## src/wave_regs_pkg.sv

```systemverilog
// Purpose: Shared constants and types for the waveform FIFO register block
// Assumes: AHB-Lite slave, 32-bit data, one register per aligned word
// Notes: Register offsets are word indices; byte address is index times four
package wave_regs_pkg;

  // ==========================================================
  // Register indices (byte address = index * 4)
  localparam logic [7:0] IDX_IO_SETTING = 8'h2a;
  localparam logic [7:0] IDX_FIFO_CLEAR = 8'h2c;
  localparam logic [7:0] IDX_FIFO_STATUS = 8'h2e;
  localparam logic [7:0] IDX_TMR_CNT0 = 8'h30;
  localparam logic [7:0] IDX_TMR_CNT1 = 8'h32;
  localparam logic [7:0] IDX_TMR_CNT2 = 8'h34;
  localparam logic [7:0] IDX_TMR_CTRL = 8'h36;
  localparam logic [7:0] IDX_DIO_DATA = 8'h3e;
  localparam logic [7:0] IDX_BUF_LOW = 8'h40;
  localparam logic [7:0] IDX_BUF_HIGH = 8'h42;
  localparam logic [7:0] IDX_IRQ_STATUS = 8'h50;
  localparam logic [7:0] IDX_IRQ_MASK = 8'h52;

  // ==========================================================
  // Field positions
  localparam int IO_CLK_SEL = 0;
  localparam int IO_GATE = 1;
  localparam int IO_LOW_DIR = 3;
  localparam int IO_HIGH_DIR = 4;
  localparam int IO_PACE_LSB = 5;
  localparam logic [15:0] IO_MASK = 16'h007b;
  localparam int EV_EMPTY = 0;
  localparam int EV_HALF = 1;
  localparam int EV_OVERFLOW = 2;

  // ==========================================================
  // FIFO geometry
  localparam int FIFO_DEPTH = 16;
  localparam logic [4:0] FIFO_FULL = 5'h10;
  localparam logic [4:0] FIFO_HALF = 5'h08;

  // ==========================================================
  // Timing
  localparam int CLK_HZ = 40_000_000;
  localparam int CLK_NS = 25;
  localparam int PACE5_HZ = 5_000_000;
  localparam int PACE10_HZ = 10_000_000;
  localparam int DIV5 = CLK_HZ / PACE5_HZ;
  localparam int DIV10 = CLK_HZ / PACE10_HZ;
  localparam logic [2:0] DIV5_LAST = 3'(DIV5 - 1);
  localparam logic [1:0] DIV10_LAST = 2'(DIV10 - 1);
  localparam int TMR_STROBE_NS = 200;
  localparam int TMR_STROBE_CYC = (TMR_STROBE_NS + CLK_NS - 1) / CLK_NS;
  localparam logic [2:0] TMR_LAST = 3'(TMR_STROBE_CYC - 1);

  // ==========================================================
  // Types
  typedef enum logic [1:0] {
    PACE_TIMER = 2'b00,
    PACE_5M = 2'b01,
    PACE_10M = 2'b10,
    PACE_EXT = 2'b11
  } pace_e;

  typedef enum logic [1:0] {
    BUS_IDLE = 2'b00,
    BUS_DATA = 2'b01,
    BUS_TMR = 2'b11
  } bus_e;

  typedef struct packed {
    logic [1:0] addr;
    logic [7:0] wdata;
    logic wr_n;
    logic rd_n;
  } tmr_bus_s;

endpackage
```

## src/wave_regs.sv

```systemverilog
// Purpose: Register bank for I/O setting, waveform FIFO, timer pass-through, digital I/O
// Assumes: Single AHB-Lite master, word transfers only, external timer chip on byte bus
// Notes: Every access inserts one wait state; timer accesses add the strobe time
//
// Contract
// - I/O setting bit 0 picks timer channel 0 clock: internal or connector.
// - I/O setting bit 1 gates timer channel 0 counting.
// - Bits 6:5 pick FIFO pace: timer, 5 MHz, 10 MHz, external.
// - Digital outputs drive zero after reset.
// - Any write to the clear location empties the FIFO.
// - Status bit 0 low while FIFO is empty.
// - Status bit 1 low once FIFO reaches half depth.
// - Status bit 2 low when FIFO full; upper bits zero.
// - Four locations pass bytes to timer chip; bits 15:8 read zero.
// - Digital data write drives 16 outputs; read returns 16 inputs.
// - Low then high buffer word written; device pushes the pattern.
// - Each FIFO entry is 32 bits from the two buffer words.
//
// The AHB-Lite register port is this design's own decision.
`timescale 1ns/1ps
module wave_regs (
  input wire logic hclk,
  input wire logic hresetn,
  input wire logic hsel,
  input wire logic [31:0] haddr,
  input wire logic [1:0] htrans,
  input wire logic hwrite,
  input wire logic [2:0] hsize,
  input wire logic [31:0] hwdata,
  input wire logic hready,
  output logic [31:0] hrdata,
  output logic hreadyout,
  output logic hresp,
  output logic irq,
  output logic counter0_clock_select,
  output logic counter0_gate_enable,
  output logic [1:0] fifo_clock_select,
  output wave_regs_pkg::tmr_bus_s timer_bus,
  input wire logic [7:0] timer_rdata,
  input wire logic timer_out0,
  input wire logic ext_pace,
  input wire logic [15:0] dio_in,
  output logic [15:0] dio_out,
  output logic dio_oe_low,
  output logic dio_oe_high,
  output logic [31:0] wave_data,
  output logic wave_strobe
);

  // ==========================================================
  // State
  typedef struct packed {
    wave_regs_pkg::bus_e bus;
    logic wr;
    logic [7:0] idx;
    logic [2:0] tcnt;
    logic [31:0] rdata;
    logic ready;
    logic resp;
    logic [15:0] io;
    logic oe_lo;
    logic oe_hi;
    logic [15:0] dio_out;
    logic [15:0] buf_lo;
    logic [wave_regs_pkg::FIFO_DEPTH-1:0][31:0] mem;
    logic [3:0] wp;
    logic [3:0] rp;
    logic [4:0] cnt;
    logic [31:0] wave;
    logic wave_stb;
    logic [2:0] irq_st;
    logic [2:0] irq_mask;
    logic irq;
    wave_regs_pkg::tmr_bus_s tmr;
    logic [2:0] div;
    logic [2:0] s_ext;
    logic [2:0] s_tout;
    logic f_ext;
    logic f_tout;
    logic [15:0] d1, d2, d3, dio_f;
    logic [7:0] r1, r2, r3, rd_f;
  } state_s;

  state_s q, n;

  // Accept a bit only once the second and third stages agree
  function automatic logic [15:0] agree(input logic [15:0] s2, input logic [15:0] s3,
                                        input logic [15:0] prev);
    agree = ((s2 ~^ s3) & s3) | (~(s2 ~^ s3) & prev);
  endfunction

  // Active-low flags: bit0 empty, bit1 half, bit2 full
  function automatic logic [2:0] flags(input logic [4:0] c);
    flags = {c != wave_regs_pkg::FIFO_FULL, c < wave_regs_pkg::FIFO_HALF, c != 5'h00};
  endfunction

  logic data_wr, clr, hi_wr, tick, push, pop, ovf, accept;
  logic [15:0] tmp16;
  logic [15:0] tmp_rd;

  // ==========================================================
  // Next state
  always_comb begin
    n = q;
    n.wave_stb = 1'b0;
    n.resp = 1'b0;
    accept = hsel && htrans[1] && hready && q.ready;
    data_wr = (q.bus == wave_regs_pkg::BUS_DATA) && q.wr;
    clr = data_wr && (q.idx == wave_regs_pkg::IDX_FIFO_CLEAR);
    hi_wr = data_wr && (q.idx == wave_regs_pkg::IDX_BUF_HIGH);

    // Pin synchronisers
    n.s_ext = {q.s_ext[1:0], ext_pace};
    n.s_tout = {q.s_tout[1:0], timer_out0};
    tmp16 = agree({15'h0, q.s_ext[1]}, {15'h0, q.s_ext[2]}, {15'h0, q.f_ext});
    n.f_ext = tmp16[0];
    tmp16 = agree({15'h0, q.s_tout[1]}, {15'h0, q.s_tout[2]}, {15'h0, q.f_tout});
    n.f_tout = tmp16[0];
    n.d1 = dio_in;
    n.d2 = q.d1;
    n.d3 = q.d2;
    n.dio_f = agree(q.d2, q.d3, q.dio_f);
    n.r1 = timer_rdata;
    n.r2 = q.r1;
    n.r3 = q.r2;
    tmp_rd = agree({8'h0, q.r2}, {8'h0, q.r3}, {8'h0, q.rd_f});
    n.rd_f = tmp_rd[7:0];

    // Pace tick
    n.div = q.div + 3'h1;
    unique case (wave_regs_pkg::pace_e'(q.io[wave_regs_pkg::IO_PACE_LSB +: 2]))
      wave_regs_pkg::PACE_TIMER: tick = n.f_tout && !q.f_tout;
      wave_regs_pkg::PACE_5M: tick = (q.div == wave_regs_pkg::DIV5_LAST);
      wave_regs_pkg::PACE_10M: tick = (q.div[1:0] == wave_regs_pkg::DIV10_LAST);
      wave_regs_pkg::PACE_EXT: tick = n.f_ext && !q.f_ext;
    endcase

    // FIFO; a clear overrides a push or pop in the same cycle
    pop = tick && (q.cnt != 5'h00) && !clr;
    push = hi_wr && ((q.cnt != wave_regs_pkg::FIFO_FULL) || pop) && !clr;
    ovf = hi_wr && !push && !clr;
    if (pop) begin
      n.wave = q.mem[q.rp];
      n.wave_stb = 1'b1;
      n.rp = q.rp + 4'h1;
    end
    if (push) begin
      n.mem[q.wp] = {hwdata[15:0], q.buf_lo};
      n.wp = q.wp + 4'h1;
    end
    n.cnt = q.cnt + 5'(push) - 5'(pop);
    if (clr) begin
      n.wp = 4'h0;
      n.rp = 4'h0;
      n.cnt = 5'h00;
    end

    // Bus
    unique case (q.bus)
      wave_regs_pkg::BUS_IDLE: begin
        if (accept) begin
          n.bus = wave_regs_pkg::BUS_DATA;
          n.ready = 1'b0;
          n.wr = hwrite;
          n.idx = haddr[9:2];
        end
      end
      wave_regs_pkg::BUS_DATA: begin
        n.rdata = 32'h0;
        if (q.idx[7:3] == wave_regs_pkg::IDX_TMR_CNT0[7:3] && !q.idx[0]) begin
          n.tmr.addr = q.idx[2:1];
          n.tmr.wdata = hwdata[7:0];
          n.tmr.wr_n = !q.wr;
          n.tmr.rd_n = q.wr;
          n.tcnt = wave_regs_pkg::TMR_LAST;
          n.bus = wave_regs_pkg::BUS_TMR;
        end else begin
          n.ready = 1'b1;
          n.bus = wave_regs_pkg::BUS_IDLE;
          if (q.wr) begin
            unique case (q.idx)
              wave_regs_pkg::IDX_IO_SETTING: begin
                n.io = hwdata[15:0] & wave_regs_pkg::IO_MASK;
                n.oe_lo = !hwdata[wave_regs_pkg::IO_LOW_DIR];
                n.oe_hi = !hwdata[wave_regs_pkg::IO_HIGH_DIR];
              end
              wave_regs_pkg::IDX_DIO_DATA: n.dio_out = hwdata[15:0];
              wave_regs_pkg::IDX_BUF_LOW: n.buf_lo = hwdata[15:0];
              wave_regs_pkg::IDX_IRQ_MASK: n.irq_mask = hwdata[2:0];
              default: ;
            endcase
          end else begin
            unique case (q.idx)
              wave_regs_pkg::IDX_IO_SETTING: n.rdata = {16'h0, q.io};
              wave_regs_pkg::IDX_FIFO_STATUS: n.rdata = {29'h0, flags(q.cnt)};
              wave_regs_pkg::IDX_DIO_DATA: n.rdata = {16'h0, q.dio_f};
              wave_regs_pkg::IDX_IRQ_STATUS: n.rdata = {29'h0, q.irq_st};
              wave_regs_pkg::IDX_IRQ_MASK: n.rdata = {29'h0, q.irq_mask};
              default: n.rdata = 32'h0;
            endcase
          end
        end
      end
      wave_regs_pkg::BUS_TMR: begin
        if (q.tcnt == 3'h0) begin
          // Strobe held long enough for the pin filter to settle
          n.tmr.wr_n = 1'b1;
          n.tmr.rd_n = 1'b1;
          n.rdata = {24'h0, q.rd_f};
          n.ready = 1'b1;
          n.bus = wave_regs_pkg::BUS_IDLE;
        end else begin
          n.tcnt = q.tcnt - 3'h1;
        end
      end
      default: begin
        n.bus = wave_regs_pkg::BUS_IDLE;
        n.ready = 1'b1;
      end
    endcase

    // Interrupts: a new event beats a write-one clear
    n.irq_st = q.irq_st;
    if (data_wr && q.idx == wave_regs_pkg::IDX_IRQ_STATUS) begin
      n.irq_st = q.irq_st & ~hwdata[2:0];
    end
    n.irq_st[wave_regs_pkg::EV_EMPTY] |= pop && !push && (q.cnt == 5'h01);
    n.irq_st[wave_regs_pkg::EV_HALF] |= (n.cnt == wave_regs_pkg::FIFO_HALF) &&
                                        (q.cnt < wave_regs_pkg::FIFO_HALF);
    n.irq_st[wave_regs_pkg::EV_OVERFLOW] |= ovf;
    n.irq = |(n.irq_st & n.irq_mask);
  end

  // ==========================================================
  // Registers
  always_ff @(posedge hclk or negedge hresetn) begin
    if (!hresetn) begin
      q <= '0;
      q.bus <= wave_regs_pkg::BUS_IDLE;
      q.ready <= 1'b1;
      q.oe_lo <= 1'b1;
      q.oe_hi <= 1'b1;
      q.tmr.wr_n <= 1'b1;
      q.tmr.rd_n <= 1'b1;
    end else begin
      q <= n;
    end
  end

  assign hrdata = q.rdata;
  assign hreadyout = q.ready;
  assign hresp = q.resp;
  assign irq = q.irq;
  assign counter0_clock_select = q.io[wave_regs_pkg::IO_CLK_SEL];
  assign counter0_gate_enable = q.io[wave_regs_pkg::IO_GATE];
  assign fifo_clock_select = q.io[wave_regs_pkg::IO_PACE_LSB +: 2];
  assign timer_bus = q.tmr;
  assign dio_out = q.dio_out;
  assign dio_oe_low = q.oe_lo;
  assign dio_oe_high = q.oe_hi;
  assign wave_data = q.wave;
  assign wave_strobe = q.wave_stb;

  // ==========================================================
  // Checks
  logic io_wr;
  assign io_wr = data_wr && (q.idx == wave_regs_pkg::IDX_IO_SETTING);
endmodule // wave_regs

```

## config.mk

```make
export PLATFORM = sky130hd
export DESIGN_NAME = wave_regs
export DESIGN_NICKNAME = d
export VERILOG_FILES = /design/src/wave_regs_pkg.sv /design/src/wave_regs.sv
export SDC_FILE = /design/constraint.sdc
export NUM_CORES = 1
export LEC_CHECK = 0
export BUFFER_PORTS_ARGS = -buffer_cell sky130_fd_sc_hd__clkbuf_2
export CORE_MARGIN = 4
export CORE_UTILIZATION = 55
export DETAILED_ROUTE_END_ITERATION = 8
export MAX_ROUTING_LAYER = met4
export PLACE_DENSITY = 0.69
export SLEW_MARGIN = 15
export SYNTH_ARGS = -nofsm -noshare
export SYNTH_HDL_FRONTEND = slang
export SYNTH_SLANG_ARGS = --single-unit
```

## constraint.sdc

```tcl
create_clock -name hclk -period 8.9 [get_ports hclk]
set_input_delay 0 -clock hclk [delete_from_list [all_inputs] [get_ports hclk]]
set_output_delay 0 -clock hclk [all_outputs]
set_load 0.005 [all_outputs]
```

==> metrics <==
hold path depth=2; number of I/O pins=202; P_int=5580 µW; endpoints failing hold=0; setup TNS=0 ns; reg2reg setup slack=4.03 ns; core area=59200 µm²; dpl hpwl=41200 µm; startpoint types=flip-flop; port bufs=140; Root Driver=clkbuf_16; final core utilization=62.2%; Post-Route WL=72800 µm; Synth area leaders=dfrtp_1 (57%), mux2_2 (19%), mux4_2 (11%); total gr overflow=0; Routed Antenna Nets=0; via count=17690; clk_lat worst skew=0.63 ns; setup violators final=0; static leakage=0.0174 µW; FP Rows=89; Setup Buffers After CTS=0; Synth cell types=62; CP Class=flip-flop to flip-flop; Longest Clk Path Bufs=3; global-route wire length before repair=114000 µm; worst hold path type=input port to flip-flop; Iteration-0 DRC Markers=1107; Post-synth top cells=dfrtp_1 (750), mux2_2 (544), mux4_2 (160), buf_4 (95), clkbuf_1 (79); Yosys top cell area share=56.8%; H-tree depth=3; Vias/cell=5.92; Syn Area/Cell=16.0 µm²; Worst R2R Path Depth=17; Comb power frac=2.3%; crit-path max FO=35; Clock Skews=0.0232 ns; Initial Util=55.8%; reg2reg end=irq$_DFF_PN0_; CP arrival=5.35 ns; fraction of layout cells with a size suffix above 1=46.8%; Resized cells post-CTS=0; Net Switching=1510 µW; fin nets=2269; die span in x=253 µm; CTS buffer count=80; Synth Flop Type=dfrtp_1; multi-input combinational cell area=12500 µm²; post-synthesis async set-or-reset flop share=100%; Mapped Cells=2059; Die Footprint=64100 µm²; hold worst-path end=q[200]$_DFFE_PN0P_; r2r startpoint=q[161]$_DFF_PN0_; sw frac=21.3%; critical path endpoint category=flip-flop; number of global-route vias before repair=18921; Inserted Diodes=0; Slew Viols, Final=0; WP data required=9.39 ns; EDFF count, synth=0; Sequential Power Share=49.5%; post-synthesis sequential area ratio=57.2%; post-route cell area=36900 µm²; all-layer global routing usage=24.1%; hold slack=0.0244 ns; DRT Pass-1 Iters=7; FILL cells=4373; initial antenna violation count=2; Slew headroom=19.6%; Final Wtd Congestion=0.776; Period minus WS final=4.87 ns; period utilisation layout=54.7%; Area Overhead vs Synth=11.6%; status=finished clean; top-count cell post-synth=dfrtp_1; Yosys warnings=0; Max Clock Freq=205 MHz; power density cells=192 nW/µm²; Die Y=253 µm; clock share of power=48.2%; setup repair after global routing missed its margin=no; DRC=0; WL/cell=24.3 µm; Worst-Margin Slew=1.20 ns; Post-Syn Area=33000 µm²; MaxCap Viol Count=0; number of synthesized register bits=755; post-synthesis cell type with the largest combined area=dfrtp_1; Reg area=18900 µm²; clk slew on worst S/H paths=0.06 ns; Sink Count=755; min-delay src=hwdata[12]; VDD IR-drop max=0.000180 V; CTS tree=built; placed inst area=33500 µm²; largest net degree at the start of global routing=188
routing by layer:
metal	vias to the layer above	share of wire [%]	global-route usage, %	wire [µm]
met1	9689	45	33.5	32400
li1	7587	-	-	-
met3	112	3.4	3.36	2460
met5	-	0	-	0
met4	0	2.1	5.56	1510
met2	302	50	38.7	36400
state kept, by name (all words and copies together) (netlist names), 2 cells and up, named ones only:
name and cells:
wave_data 32, q 594, timer_bus 12, dio_out 16
hrdata 16, fifo_clock_select 2, n 52
cells in the final DEF, fill, tap and decap left out, types with 6 or more instances in the layout:
master / Yosys / final
dlygate4sd3_1: 0 / 65
nor3_1: 6 / 6
ha_1: 16 / 16
clkbuf_16: 0 / 81
conb_1: 1 / 17
a211oi_4: 15 / 16
clkbuf_8: 0 / 12
a21oi_1: 22 / 22
nand3_1: 10 / 10
nand2_1: 49 / 48
maj3_1: 26 / 26
mux2i_1: 8 / 8
buf_4: 95 / 30
dfrtp_1: 750 / 746
mux2_2: 544 / 544
clkbuf_2: 0 / 139
a22o_1: 12 / 12
clkbuf_1: 79 / 23
clkinv_2: 0 / 12
o21ai_0: 12 / 11
mux2_1: 51 / 51
bufinv_16: 0 / 9
inv_1: 20 / 20
nor2_1: 28 / 27
mux4_2: 160 / 160
through the flow:
stage	total power [µW]	setup slack, ns	instances
floorplan	3610	5.01	2075
global placement	3710	4.05	2777
detailed placement	3710	4.01	2777
CTS	7170	3.98	2989
global route	7320	3.55	2989
finish	7090	4.03	2989
power by group through the flow:
stage | clock network (µW) | logic (µW) | registers [µW]
after floorplan | 0 | 52.6 | 3550
after global placement | 0 | 137 | 3570
after detailed placement | 0 | 143 | 3570
after CTS | 3490 | 168 | 3510
after global routing | 3620 | 186 | 3510
final | 3410 | 163 | 3510
worst max-delay path, stage by stage (launching register included):
cell	delay, ns
dfrtp_1	0.35
inv_1	0.06
ha_1	0.21
nor4b_1	0.17
a21oi_1	0.41
nand2_2	0.69
nor2_4	0.25
buf_4	0.54
o21ai_0	0.21
ha_1	0.32
inv_1	0.04
ha_1	0.20
fa_1	0.41
a21oi_1	0.15
o21bai_1	0.08
xor2_1	0.16
a41oi_1	0.29
o221ai_1	0.15
worst max-delay path by stage:
stage / cells past startpoint / slack, ns / endpoint / startpoint
finish: 17 / 4.03 / irq$_DFF_PN0_ / q[161]$_DFF_PN0_
global route: 17 / 3.55 / irq$_DFF_PN0_ / q[161]$_DFF_PN0_
CTS: 17 / 3.98 / irq$_DFF_PN0_ / q[161]$_DFF_PN0_
detailed placement: 17 / 4.01 / irq$_DFF_PN0_ / q[161]$_DFF_PN0_
global placement: 17 / 4.05 / irq$_DFF_PN0_ / q[161]$_DFF_PN0_
floorplan: 18 / 5.01 / irq$_DFF_PN0_ / q[161]$_DFF_PN0_
layout make-up:
cell class                      count  area share [%]
Tap cell                          773            2.62
Multi-Input combinational cell   1054            33.9
Sequential cell                   755            51.3
Inverter                           20           0.204
Clock inverter                     30            1.17
Clock buffer                      116            6.18
Timing Repair Buffer              241            4.60
logic make-up (layout without fill, tap and decap cells):
logic type	Yosys count	count (layout)	share of synthesized area (%)
adders and majority gates	43	43	1.45
DFF	755	755	57.2
AOI/OAI and AO/OA	88	88	2.43
xor gates and xnor gates	6	6	0.159
buffers and inverters	266	407	5.21
other	1	17	0.0113
and+or+nand+nor	137	137	2.11
muxes	763	763	31.4
timing repair:
action / 4_1_cts / 5_1_grt
endpoints found under the setup margin: 0 / 0
endpoints found under the hold margin: 198 / 0
hold buffers: 66 / 0
Power figures use the tool's default switching activity.
